`src/modctl_pkg.sv`:
```
`default_nettype none
package modctl_pkg;
  // Clock and internal-rate arithmetic
  localparam longint unsigned CLK_HZ = 64'h0000_0000_05F5_E100;
  localparam longint unsigned MHZ_PER_HZ = 64'h0000_0000_0000_03E8;
  // One shift period is this many accumulator units (rate in mHz times clock cycles)
  localparam logic [37:0] ACC_MOD = 38'(CLK_HZ * MHZ_PER_HZ);
  localparam logic [37:0] ACC_HALF = 38'(CLK_HZ * MHZ_PER_HZ / 2);

  // Frequencies in uHz, rates in mHz, periods in ns
  localparam logic [47:0] FREQ_MIN = 48'h0000_0000_0001;
  localparam logic [47:0] FREQ_MAX_SINE = 48'd20_000_000_000_000;
  localparam logic [47:0] FREQ_MAX_RAMP = 48'd200_000_000_000;
  localparam logic [47:0] FREQ_MAX_ARB = 48'd6_000_000_000_000;
  localparam logic [47:0] CARRIER_RST = 48'd1_000_000_000;
  localparam logic [47:0] HOP_RST = 48'd100_000_000;
  localparam logic [26:0] RATE_MIN = 27'h000_0002;
  localparam logic [26:0] RATE_MAX = 27'd100_000_000;
  localparam logic [26:0] RATE_RST = 27'd10_000;
  localparam logic [26:0] PM_FREQ_MIN = 27'h000_0002;
  localparam logic [26:0] PM_FREQ_MAX = 27'd20_000_000;
  localparam logic [26:0] PM_FREQ_RST = 27'd10_000;
  localparam logic [8:0] DEV_MAX = 9'h168;
  localparam logic [8:0] DEV_RST = 9'h0B4;
  localparam logic [40:0] PERIOD_MIN = 41'h000_0000_00C8;
  localparam logic [40:0] PERIOD_MAX = 41'd2_000_000_000_000;
  localparam logic [40:0] PERIOD_RST = 41'h000_000F_4240;
  localparam logic [16:0] ARB_LEN_RST = 17'h0_1000;
  localparam logic [16:0] ARB_POINTS_MAX = 17'h0_1000;
  localparam int unsigned ARB_SHIFT = 12;
  localparam logic [11:0] ADC_FULL_POS = 12'h7FF;
  localparam int unsigned ADC_SHIFT = 11;

  typedef enum logic [2:0] {SH_SINE, SH_SQUARE, SH_RAMP, SH_ARB, SH_PULSE, SH_NOISE, SH_DC} shape_e;
  typedef enum logic [2:0] {MS_SINE, MS_SQUARE, MS_RAMP, MS_NRAMP, MS_TRI, MS_NOISE, MS_ARB} mshape_e;
  typedef enum logic [2:0] {MODE_NONE, MODE_AM, MODE_FM, MODE_PM, MODE_FSK, MODE_PWM} mode_e;
  typedef enum logic {SRC_INT, SRC_EXT} src_e;
  typedef enum logic [3:0] {
    CMD_SHAPE, CMD_CARRIER, CMD_HOP, CMD_RATE, CMD_SHIFT_SRC, CMD_PM_FREQ, CMD_PM_DEV,
    CMD_PM_SRC, CMD_MSHAPE, CMD_PERIOD, CMD_ARB_LEN, CMD_MODE, CMD_SWEEP, CMD_BURST
  } cmd_e;

  typedef struct packed {
    shape_e shape;
    logic [47:0] carrier;
    logic [47:0] hop_frequency_setting;
    logic [26:0] shift_rate_setting;
    src_e shift_source_select;
    logic [26:0] pm_freq;
    logic [8:0] phase_deviation_setting;
    src_e phase_mod_source_select;
    mshape_e mshape;
    logic [40:0] period;
    logic [16:0] arb_len;
  } cfg_s;

  typedef struct packed {
    cmd_e op;
    logic [47:0] val;
  } cmd_s;

  localparam cfg_s CFG_RST = '{SH_SINE, CARRIER_RST, HOP_RST, RATE_RST, SRC_INT, PM_FREQ_RST,
                               DEV_RST, SRC_INT, MS_SINE, PERIOD_RST, ARB_LEN_RST};

  // Shapes usable as a keyed or modulated carrier
  function automatic logic carrier_ok(shape_e s);
    return (s == SH_SINE) || (s == SH_SQUARE) || (s == SH_RAMP) || (s == SH_ARB);
  endfunction

  function automatic logic [47:0] freq_max(shape_e s);
    case (s)
      SH_RAMP: return FREQ_MAX_RAMP;
      SH_ARB: return FREQ_MAX_ARB;
      default: return FREQ_MAX_SINE;
    endcase
  endfunction
endpackage
`default_nettype wire

```
`src/modulation_mode_control.sv`:
```
`default_nettype none
module modulation_mode_control
  import modctl_pkg::*;
(
  input wire logic mclk_i,
  input wire logic srst_i,
  input wire logic cmd_valid_i,
  input wire modctl_pkg::cmd_s cmd_i,
  input wire logic trig_i,
  input wire logic signed [11:0] ext_mod_i,
  output modctl_pkg::cfg_s cfg_o,
  output modctl_pkg::mode_e mode_o,
  output logic shift_keying_enable_o,
  output logic sweep_on_o,
  output logic burst_on_o,
  output logic ack_o,
  output logic reject_o,
  output logic hop_sel_o,
  output logic [47:0] out_freq_o,
  output logic signed [9:0] phase_shift_o,
  output logic [5:0] decim_step_o
);
  import modctl_pkg::*;

  cfg_s cfg_q, cfg_d;
  mode_e mode_q, mode_d;
  logic sweep_q, sweep_d, burst_q, burst_d, ack_q, ack_d, rej_q, rej_d, fsk_q, fsk_d;
  logic hop_q, hop_d;
  logic [47:0] freq_q, freq_d;
  logic signed [9:0] phase_q, phase_d;
  logic [5:0] decim_q, decim_d;
  logic trig_meta_q, trig_sync_q;
  logic int_wave;
  logic signed [21:0] prod;
  logic [17:0] len_round;

  // Trigger pin synchroniser; level sense is fixed, no polarity option exists
  always_ff @(posedge mclk_i)
  begin
    if (srst_i)
    begin
      trig_meta_q <= 1'b0;
      trig_sync_q <= 1'b0;
    end
    else
    begin
      trig_meta_q <= trig_i;
      trig_sync_q <= trig_meta_q;
    end
  end

  shift_rate_gen u_rate (
    .mclk_i(mclk_i),
    .srst_i(srst_i),
    .rate_i(cfg_q.shift_rate_setting),
    .wave_o(int_wave)
  );

  // Setting commands: all but the two source commands and burst are checked, then applied or refused as a whole
  always_comb
  begin
    logic ok;
    shape_e sh;
    mode_e m;
    ok = 1'b1;
    sh = shape_e'(cmd_i.val[2:0]);
    m = mode_e'(cmd_i.val[2:0]);
    cfg_d = cfg_q;
    mode_d = mode_q;
    sweep_d = sweep_q;
    burst_d = burst_q;
    if (cmd_valid_i)
    begin
      case (cmd_i.op)
        CMD_SHAPE:
        begin
          if (cmd_i.val[47:3] != 45'h0 || sh > SH_DC)
            ok = 1'b0;
          else if ((mode_q == MODE_FSK || sweep_q) && !carrier_ok(sh))
            ok = 1'b0;
          else if ((mode_q == MODE_PWM) != (sh == SH_PULSE) && mode_q != MODE_NONE)
            ok = 1'b0;
          else if (carrier_ok(sh) && (cfg_q.carrier > freq_max(sh) || cfg_q.hop_frequency_setting > freq_max(sh)))
            ok = 1'b0;
          else
            cfg_d.shape = sh;
        end
        CMD_CARRIER:
        begin
          if (cmd_i.val < FREQ_MIN || cmd_i.val > freq_max(cfg_q.shape))
            ok = 1'b0;
          else
            cfg_d.carrier = cmd_i.val;
        end
        CMD_HOP:
        begin
          if (cmd_i.val < FREQ_MIN || cmd_i.val > freq_max(cfg_q.shape))
            ok = 1'b0;
          else
            cfg_d.hop_frequency_setting = cmd_i.val;
        end
        CMD_RATE:
        begin
          if (cmd_i.val < {21'h0, RATE_MIN} || cmd_i.val > {21'h0, RATE_MAX})
            ok = 1'b0;
          else
            cfg_d.shift_rate_setting = cmd_i.val[26:0];
        end
        CMD_SHIFT_SRC:
          cfg_d.shift_source_select = src_e'(cmd_i.val[0]);
        CMD_PM_FREQ:
        begin
          if (cmd_i.val < {21'h0, PM_FREQ_MIN} || cmd_i.val > {21'h0, PM_FREQ_MAX})
            ok = 1'b0;
          else
            cfg_d.pm_freq = cmd_i.val[26:0];
        end
        CMD_PM_DEV:
        begin
          if (cmd_i.val > {39'h0, DEV_MAX})
            ok = 1'b0;
          else
            cfg_d.phase_deviation_setting = cmd_i.val[8:0];
        end
        CMD_PM_SRC:
          cfg_d.phase_mod_source_select = src_e'(cmd_i.val[0]);
        CMD_MSHAPE:
        begin
          if (cmd_i.val > {45'h0, MS_ARB})
            ok = 1'b0;
          else
            cfg_d.mshape = mshape_e'(cmd_i.val[2:0]);
        end
        CMD_PERIOD:
        begin
          if (cmd_i.val < {7'h0, PERIOD_MIN} || cmd_i.val > {7'h0, PERIOD_MAX})
            ok = 1'b0;
          else
            cfg_d.period = cmd_i.val[40:0];
        end
        CMD_ARB_LEN:
        begin
          if (cmd_i.val == 48'h0 || cmd_i.val[47:17] != 31'h0)
            ok = 1'b0;
          else
            cfg_d.arb_len = cmd_i.val[16:0];
        end
        CMD_MODE:
        begin
          if (cmd_i.val[47:3] != 45'h0 || m > MODE_PWM)
            ok = 1'b0;
          else if (m == MODE_PWM && cfg_q.shape != SH_PULSE)
            ok = 1'b0;
          else if (m != MODE_PWM && m != MODE_NONE && !carrier_ok(cfg_q.shape))
            ok = 1'b0;
          else
          begin
            mode_d = m;
            if (m != MODE_NONE)
            begin
              sweep_d = 1'b0;
              burst_d = 1'b0;
            end
          end
        end
        CMD_SWEEP:
        begin
          if (cmd_i.val[0] && !carrier_ok(cfg_q.shape))
            ok = 1'b0;
          else
          begin
            sweep_d = cmd_i.val[0];
            if (cmd_i.val[0])
            begin
              burst_d = 1'b0;
              mode_d = MODE_NONE;
            end
          end
        end
        CMD_BURST:
        begin
          burst_d = cmd_i.val[0];
          if (cmd_i.val[0])
          begin
            sweep_d = 1'b0;
            mode_d = MODE_NONE;
          end
        end
        default:
          ok = 1'b0;
      endcase
    end
    ack_d = cmd_valid_i && ok;
    rej_d = cmd_valid_i && !ok;
    fsk_d = (mode_d == MODE_FSK);
  end

  always_ff @(posedge mclk_i)
  begin
    if (srst_i)
    begin
      cfg_q <= CFG_RST;
      mode_q <= MODE_NONE;
      sweep_q <= 1'b0;
      burst_q <= 1'b0;
      ack_q <= 1'b0;
      rej_q <= 1'b0;
      fsk_q <= 1'b0;
    end
    else
    begin
      cfg_q <= cfg_d;
      mode_q <= mode_d;
      sweep_q <= sweep_d;
      burst_q <= burst_d;
      ack_q <= ack_d;
      rej_q <= rej_d;
      fsk_q <= fsk_d;
    end
  end

  // Output steering: keyed frequency, external phase shift, decimation step
  always_comb
  begin
    prod = 22'(signed'({1'b0, cfg_q.phase_deviation_setting})) * 22'(ext_mod_i);
    len_round = {1'b0, cfg_q.arb_len} + {1'b0, ARB_POINTS_MAX} - 18'h0_0001;
    hop_d = 1'b0;
    if (mode_q == MODE_FSK)
    begin
      // The programmed rate is simply not consulted on the external source
      if (cfg_q.shift_source_select == SRC_EXT)
        hop_d = trig_sync_q;
      else
        hop_d = int_wave;
    end
    freq_d = hop_d ? cfg_q.hop_frequency_setting : cfg_q.carrier;
    phase_d = 10'sh000;
    if (mode_q == MODE_PM && cfg_q.phase_mod_source_select == SRC_EXT)
    begin
      // Code 7FF is +5 V; pinned so full scale gives the whole deviation, not 2047/2048 of it
      if (ext_mod_i == signed'(ADC_FULL_POS))
        phase_d = signed'({1'b0, cfg_q.phase_deviation_setting});
      else
        phase_d = 10'(prod >>> ADC_SHIFT);
    end
    decim_d = 6'h01;
    if (cfg_q.mshape == MS_ARB && cfg_q.arb_len > ARB_POINTS_MAX)
      decim_d = 6'(len_round >> ARB_SHIFT);
  end

  always_ff @(posedge mclk_i)
  begin
    if (srst_i)
    begin
      hop_q <= 1'b0;
      freq_q <= CARRIER_RST;
      phase_q <= 10'sh000;
      decim_q <= 6'h01;
    end
    else
    begin
      hop_q <= hop_d;
      freq_q <= freq_d;
      phase_q <= phase_d;
      decim_q <= decim_d;
    end
  end

  assign cfg_o = cfg_q;
  assign mode_o = mode_q;
  assign shift_keying_enable_o = fsk_q;
  assign sweep_on_o = sweep_q;
  assign burst_on_o = burst_q;
  assign ack_o = ack_q;
  assign reject_o = rej_q;
  assign hop_sel_o = hop_q;
  assign out_freq_o = freq_q;
  assign phase_shift_o = phase_q;
  assign decim_step_o = decim_q;
endmodule
`default_nettype wire

```
`src/shift_rate_gen.sv`:
```
`default_nettype none
module shift_rate_gen
  import modctl_pkg::*;
(
  input wire logic mclk_i,
  input wire logic srst_i,
  input wire logic [26:0] rate_i,
  output logic wave_o
);
  logic [37:0] acc_q, acc_d;
  logic [38:0] sum;
  logic wave_d, wave_q;

  // Modulo accumulator: exact average period of 1/rate, no division needed
  always_comb
  begin
    sum = {1'b0, acc_q} + {12'h000, rate_i};
    if (sum >= {1'b0, ACC_MOD})
    begin
      sum = sum - {1'b0, ACC_MOD};
    end
    acc_d = sum[37:0];
    wave_d = (acc_d >= ACC_HALF);
  end

  always_ff @(posedge mclk_i)
  begin
    if (srst_i)
    begin
      acc_q <= 38'h0;
      wave_q <= 1'b0;
    end
    else
    begin
      acc_q <= acc_d;
      wave_q <= wave_d;
    end
  end

  assign wave_o = wave_q;
endmodule
`default_nettype wire

```
`config.mk`:
```
export PLATFORM = sky130hd
export DESIGN_NAME = modulation_mode_control
export DESIGN_NICKNAME = d
export VERILOG_FILES = /design/src/modctl_pkg.sv /design/src/modulation_mode_control.sv /design/src/shift_rate_gen.sv
export SDC_FILE = /design/constraint.sdc
export NUM_CORES = 1
export LEC_CHECK = 0
export BUFFER_PORTS_ARGS = -buffer_cell sky130_fd_sc_hd__buf_4
export CAP_MARGIN = 40
export CORE_MARGIN = 5
export CORE_UTILIZATION = 60
export DETAILED_ROUTE_END_ITERATION = 10
export PLACE_DENSITY = 0.84
export REMOVE_ABC_BUFFERS = 1
export SLEW_MARGIN = 30
export SYNTH_ARGS = -nofsm -noshare
export SYNTH_HDL_FRONTEND = slang
export SYNTH_SLANG_ARGS = --single-unit
```
`constraint.sdc`:
```
create_clock -name mclk_i -period 12.1 [get_ports mclk_i]
set_input_delay 1.815 -clock mclk_i [delete_from_list [all_inputs] [get_ports mclk_i]]
set_output_delay 1.815 -clock mclk_i [all_outputs]
set_load 0.01 [all_outputs]
```
# Word level (Yosys, flattened, before mapping)
# Cells that the tools add are included.
totals:
  regBits: 339
  output_inout_bits: 298
  in_bits: 68
  wordCells: 205
classes:
  multipliers: 1
  muxes: 50
  n_bitwise: 14
  n_eq_ne: 37
  reduce_logical: 56
  add_sub_neg: 4
  n_lt_le_gt_ge: 17
op_table:
  columns: ["op", "count"]
  rows:
  - ["two-way mux 48 bit", 10]
  - ["greater-than comparator 48 bit", 4]
  - ["case mux 45 bit (2 select lines)", 2]
  - ["greater-than comparator 48 x 25 -> 1 bit (second input constant)", 1]
  - ["greater-than comparator 48 x 27 -> 1 bit (second input constant)", 1]
  - ["greater-than comparator 48 x 3 -> 1 bit (second input constant)", 1]
  - ["greater-than comparator 48 x 41 -> 1 bit (second input constant)", 1]
  - ["greater-than comparator 48 x 9 -> 1 bit (second input constant)", 1]
  - ["zero test 48 bit", 1]
  - ["less-than comparator 48 x 1 -> 1 bit (second input constant)", 1]
  - ["less-than comparator 48 x 2 -> 1 bit (second input constant)", 1]
  - ["less-than comparator 48 x 8 -> 1 bit (second input constant)", 1]
  - ["nonzero test 45 bit", 1]
  - ["adder 38 x 27 -> 39 bit", 1]
  - ["greater-or-equal comparator 39 x 37 -> 1 bit (second input constant)", 1]
  - ["greater-or-equal comparator 38 x 36 -> 1 bit (second input constant)", 1]
  - ["two-way mux 38 bit", 1]
  - ["subtractor 38 x 37 -> 38 bit (second input constant)", 1]
  - ["nonzero test 31 bit", 1]
  - ["two-way mux 1 bit", 26]
  - ["== test 4 bit (second input constant)", 6]
  - ["AND reduction 3 bit", 8]
  - ["multiplier 10 x 12 -> 21 bit", 1]
  - ["adder 17 x 13 -> 18 bit (second input constant)", 1]
  - ["other kinds (30)", 105]

# Depth between registers and ports, before layout
depth:
  depth_word: 21
  depth_mapped: 22
  mapped_depth_nobuf: 21

# Cells and area by module
# A second synthesis with hierarchy kept.
hier_totals:
  hier_cells: 2682
  area_unflattened_um2: 22163.8
by_module_without_submodules:
  columns: ["mod", "seq_area_each_um2", "area_each_um2", "instances", "cells_per_inst"]
  rows:
  - ["modulation_mode_control", 6005.8, 17455.5, 1, 2036]
  - ["shift_rate_gen", 780.7, 4708.3, 1, 646]

# Least setup slack after synthesis
# OpenSTA, ideal clock, no wires.
synth_timing:
  path_type: "input to register"
  startpoint: "input ext_mod_i[3]"
  endpoint: "register phase_q[9] (netlist: phase_shift_o[9])"
  arrival_time_ns: 6.717
  cell_stages: 21
  slack_ns: 5.268
  setup_time_ns: 0.115
  n_path_buf: 1
  required_time_ns: 11.985
  cell_sequence: "clkbuf_1 > nand2_1 > fa_1 > fa_1 > inv_1 > ha_1 > inv_1 > fa_1 > inv_1 > fa_1 > ha_1 > a21o_1 > a21o_1 > a21o_1 > a21o_1 > a2111oi_0 > nor3_1 > nor3_1 > o31ai_1 > xnor2_1 > nor2_1"
synth_via:
  elab_chain_len: 2
  elab_cells_between_ends: 3
  classes_between: "mul: 1; eq/ne: 1; reduce/logical: 1"
synth_rtl:
  columns: ["item", "line", "rtl"]
  rows:
  - ["from (decl)", "modulation_mode_control.sv:10", "input wire logic signed [11:0] ext_mod_i,"]
  - ["branches (longest 2 deep; another with multiplier 10 x 12 -> 21 bit)", null, null]
  - ["to (signal assigned)", "modulation_mode_control.sv:264", "phase_q <= phase_d;"]
  - ["to (decl)", "modulation_mode_control.sv:30", "logic signed [9:0] phase_q, phase_d;"]
# Parallel ways; which one is timed is not known.
# A chain may end at the register's enable or synchronous reset.

# Worst setup path in the final report
# Ends and elaborated chain as after synthesis.

==> summary.md <==
| Metric | Value |
|---|---|
| Result of the run | `completed` |
| Slowest cell delay on critical path | `0.60 ns` |
| Placer's final routability congestion estimate | `0.964` |
| Post-layout nets | `3149` |
| Final-report setup violation count | `0` |
| CP cell instances | `buf_4, nand2_1, fa_1, fa_1, inv_1, ha_1, inv_1, fa_1, inv_1, fa_1, ha_1, a21o_1, a21o_1, a21o_1, a21o_1, a2111oi_0, nor3_1, nor3_1, o31ai_1, xnor2_1, nor2_1` |
| Synth top area share | `30.7%` |
| Top FF cell, synth | `sky130_fd_sc_hd__dfxtp_1` |
| Max-slew headroom at the worst pin | `41.6%` |
| Int Pwr | `2.06 mW` |
| Cell at the slowest stage of the critical path | `sky130_fd_sc_hd__a2111oi_0` |
| Root cell of the clock tree | `sky130_fd_sc_hd__clkbuf_16` |
| Fraction of the cycle the final worst path needs | `55.7%` |
| Area occupied by multi-input gates | `14200 um^2` |
| GR Overflow Total | `0` |
| Post-synthesis async set-or-reset flop share | `0%` |
| Relative contribution of the clock network to total power | `41.4%` |
| Via count of the first global-routing pass | `19900` |
| Final core area utilization | `72.5%` |
| Synthesized flop and latch total | `339` |
| Combinational fraction of design power | `19.5%` |
| Synthesis Warnings | `0` |
| Ports | `366` |
| Min setup slack post-route | `5.36 ns` |
| Routed via count divided by cell count | `6.11` |
| Standard-cell rows | `70` |
| Destination of the worst hold path | `trig_sync_q$_SDFF_PP0_` |
| Number of placed instances, taps included | `3272` |
| Delay-heaviest family, CP | `adder cells` |
| Number of buffer and inverter instances along the worst setup path | `4` |
| Max frequency | `148 MHz` |
| First-pass GRT wire length | `111000 um` |
| Number of logic stages on the critical path including buffering | `21` |
| Total number of vias | `20400` |
| Data required time at the worst endpoint | `12.54 ns` |
| Worst vdd ir | `0.0000854 V` |
| Clk_skew | `0.0169 ns` |
| Total net switching power | `814 uW` |
| Die outline width | `202 um` |
| Worst skew pair latency | `0.56 ns` |
| Final total power | `2.87 mW` |
| Net switching share of the total power | `28.4%` |
| Port Buffers | `365` |
| Cell variety after synth | `96` |
| CTS buffer count | `37` |
| Total core area | `36500 um^2` |
| Initial core utilization | `60.6%` |
| TritonCTS sink count | `339` |
| Number of cells on the worst hold path | `1` |
| Worst reg2reg startpoint | `cfg_o[65]$_SDFFE_PP0P_` |
| H-tree lvl count | `2` |
| Highest net fanout along the worst path | `10` |
| Hold buffers post-CTS | `0` |
| Number of detailed-routing iterations run before antenna repair | `6` |
| Min cycle time layout | `6.74 ns` |
| Post-detailed-route wirelength per cell | `21.2 um` |
| Fin Hold WS | `0.452 ns` |
| Critical path endpoint category | `flop` |
| Top post-synthesis cells by area | `sky130_fd_sc_hd__dfxtp_1 31%, sky130_fd_sc_hd__mux2i_1 8.5%, sky130_fd_sc_hd__fa_1 8.2%, sky130_fd_sc_hd__ha_1 8.0%, sky130_fd_sc_hd__nor2_1 5.3%` |
| Tightest Hold Check Type | `flop to flop` |
| ANT nets after route | `0` |
| Vertical extent of the die | `202 um` |
| Overall routed net length | `71000 um` |
| Number of instances in the synthesized netlist | `2575` |
| Post-detailed-placement half-perimeter wirelength | `53000 um` |
| Fraction of final layout cells sized beyond drive strength 1 | `17.3%` |
| Cell area after layout | `26500 um^2` |
| Overall fraction of global-route tracks in use | `33.4%` |
| Terminus of the critical flop-to-flop path | `phase_shift_o[9]$_SDFF_PP0_` |
| Fin. Hold Viols | `0` |
| Path type of the worst setup path | `input pin to flop` |
| Mean instance size in the synthesized netlist | `8.60 um^2` |
| Max-cap viol count | `0` |
| Setup repair after global routing missed its margin | `false` |
| Setup Slack @ Placement | `4.88 ns` |
| Final Max Tran Viols | `0` |
| Critical Path Start Type | `input pin` |
| Total setup buffers inserted after CTS | `0` |
| Static leakage | `12.9 nW` |
| Largest area contributor in the netlist | `sky130_fd_sc_hd__dfxtp_1` |
| Number of buffers on the longest clock path | `3` |
| Placed inst area | `25100 um^2` |
| Initial antenna violation count | `1` |
| Number of cells in the finished layout apart from fillers | `3343` |
| Total Die Area | `40800 um^2` |
| Sequential share of the synthesized area | `30.7%` |
| Worst Reg-to-Reg Cells | `20` |
| Number of filler cells placed in the layout | `2734` |
| Min-delay src | `trig_meta_q$_SDFF_PP0_` |
| Drt drc | `0` |
| Clock-pin slew on the worst setup and hold paths | `0.06 ns` |
| Cts repair resizes | `0` |
| Area of all sequential standard cells | `6790 um^2` |
| Slew of the pin with the lowest slew margin | `0.876 ns` |
| Sequential power share | `39.2%` |
| Cell area after synthesis | `22100 um^2` |
| Clock tree from TritonCTS | `done` |
| Initial drt markers | `1692` |
| WP data arrival | `7.18 ns` |
| Power per unit of standard cell area | `109 nW/um^2` |
| Flop2flop setup slack | `6.00 ns` |
| Number of synthesized flops with an enable pin | `0` |
| Pin count of the biggest net entering global routing | `101` |
| Setup_tns | `0 ns` |
| Area grow syn2layout | `19.6%` |
==> state kept, by name, summed over array words and instances (netlist names), 3 cells and up <==
register,cells
u_rate.acc_q,38
out_freq_o,48
mode_o,3
phase_shift_o,10
cfg_o,225
decim_step_o,6
==> per-layer routing <==
layer / vias up / GRT usage [%] / wire, um
li1: 9423 / - / -
met1: 9892 / 43.7 / 29000
met2: 944 / 55.1 / 33400
met3: 164 / 5.74 / 5790
met4: 0 / 13.6 / 2780
met5: - / 0 / 0
==> kinds of logic (layout without fill, tap and decap cells) <==
group | Yosys count | count (layout) | share of synthesized area [%]
adders and majority gates | 232 | 232 | 16.2
AOI/OAI and AO/OA | 420 | 420 | 13.1
buffers and inverters | 298 | 597 | 5.27
and+or+nand+nor | 1026 | 1026 | 23.4
DFF | 339 | 339 | 30.7
other | 0 | 1 | 0
muxes | 190 | 190 | 8.62
xor gates and xnor gates | 70 | 70 | 2.77
==> layout make-up <==
class                      instances  area share (%)
inverter                         149            2.11
tap                              468            2.21
antenna                            1         0.00946
clock inverter                    19           0.979
timing repair buffer             384            11.4
clock buffer                      45            3.81
multi-input combinational       1938            53.8
sequential                       339            25.6
==> how the worst max path moves through the flow <==
stage / slack (ns) / to / from
4_1_cts: 5.45 / phase_shift_o[7]$_SDFF_PP0_ / ext_mod_i[3]
3_5_place_dp: 4.88 / phase_shift_o[9]$_SDFF_PP0_ / ext_mod_i[3]
2_1_floorplan: 5.52 / phase_shift_o[9]$_SDFF_PP0_ / ext_mod_i[3]
5_1_grt: 5.03 / phase_shift_o[8]$_SDFF_PP0_ / ext_mod_i[3]
6_report: 5.36 / phase_shift_o[9]$_SDFF_PP0_ / ext_mod_i[3]
3_3_place_gp: 5.02 / phase_shift_o[9]$_SDFF_PP0_ / ext_mod_i[2]
==> power groups by stage <==
stage	logic (mW)	clock network, mW	registers [mW]
finish	0.560	1.19	1.12
global placement	0.513	0	1.15
global route	0.624	1.25	1.12
floorplan	0.378	0	1.15
CTS	0.550	1.20	1.12
detailed placement	0.543	0	1.15
==> cells in the final DEF (no fill, tap or decap), types with 9 or more instances in the layout <==
| cell | n |
|---|---|
| sky130_fd_sc_hd__a211oi_1 | 14 |
| sky130_fd_sc_hd__o31ai_1 | 11 |
| sky130_fd_sc_hd__nor3_1 | 45 |
| sky130_fd_sc_hd__and3_1 | 16 |
| sky130_fd_sc_hd__a31oi_1 | 12 |
| sky130_fd_sc_hd__a211o_1 | 27 |
| sky130_fd_sc_hd__xor2_1 | 20 |
| sky130_fd_sc_hd__inv_1 | 149 |
| sky130_fd_sc_hd__o21ai_0 | 47 |
| sky130_fd_sc_hd__nand4_1 | 31 |
| sky130_fd_sc_hd__a21oi_1 | 143 |
| sky130_fd_sc_hd__clkbuf_16 | 38 |
| sky130_fd_sc_hd__a21o_1 | 38 |
| sky130_fd_sc_hd__xnor2_1 | 50 |
| sky130_fd_sc_hd__nand2b_1 | 116 |
| sky130_fd_sc_hd__nor2_1 | 311 |
| sky130_fd_sc_hd__o21bai_1 | 12 |
| sky130_fd_sc_hd__fa_1 | 91 |
| sky130_fd_sc_hd__nor2b_1 | 21 |
| sky130_fd_sc_hd__buf_4 | 372 |
| sky130_fd_sc_hd__a22oi_1 | 9 |
| sky130_fd_sc_hd__nor4_1 | 24 |
| sky130_fd_sc_hd__mux2i_1 | 188 |
| sky130_fd_sc_hd__and4_1 | 9 |
| sky130_fd_sc_hd__and2_1 | 78 |
| sky130_fd_sc_hd__ha_1 | 141 |
| sky130_fd_sc_hd__nand2_1 | 228 |
| sky130_fd_sc_hd__or3_1 | 22 |
| sky130_fd_sc_hd__o211ai_1 | 9 |
| sky130_fd_sc_hd__dfxtp_1 | 339 |
| sky130_fd_sc_hd__nand3b_1 | 19 |
| sky130_fd_sc_hd__nand3_1 | 37 |
| sky130_fd_sc_hd__and3b_1 | 11 |
==> synth_stat cells (all sizes together) (11+ instances only) <==
library cell / count
a211o: 27
a31oi: 12
and3: 17
inv: 149
buf: 31
and3b: 11
nor4: 25
nor2b: 21
o31ai: 13
xnor2: 50
nor3: 48
and2: 80
mux2i: 188
nand3b: 20
xor2: 20
a21o: 38
a21oi: 149
nand2b: 116
o21ai: 54
ha: 141
clkbuf: 118
nand4: 32
nand2: 231
or3: 22
a211oi: 14
dfxtp: 339
o21bai: 12
nor2: 312
fa: 91
nand3: 40
a2111oi: 11
Note: power is estimated with default switching activity, not from simulation.
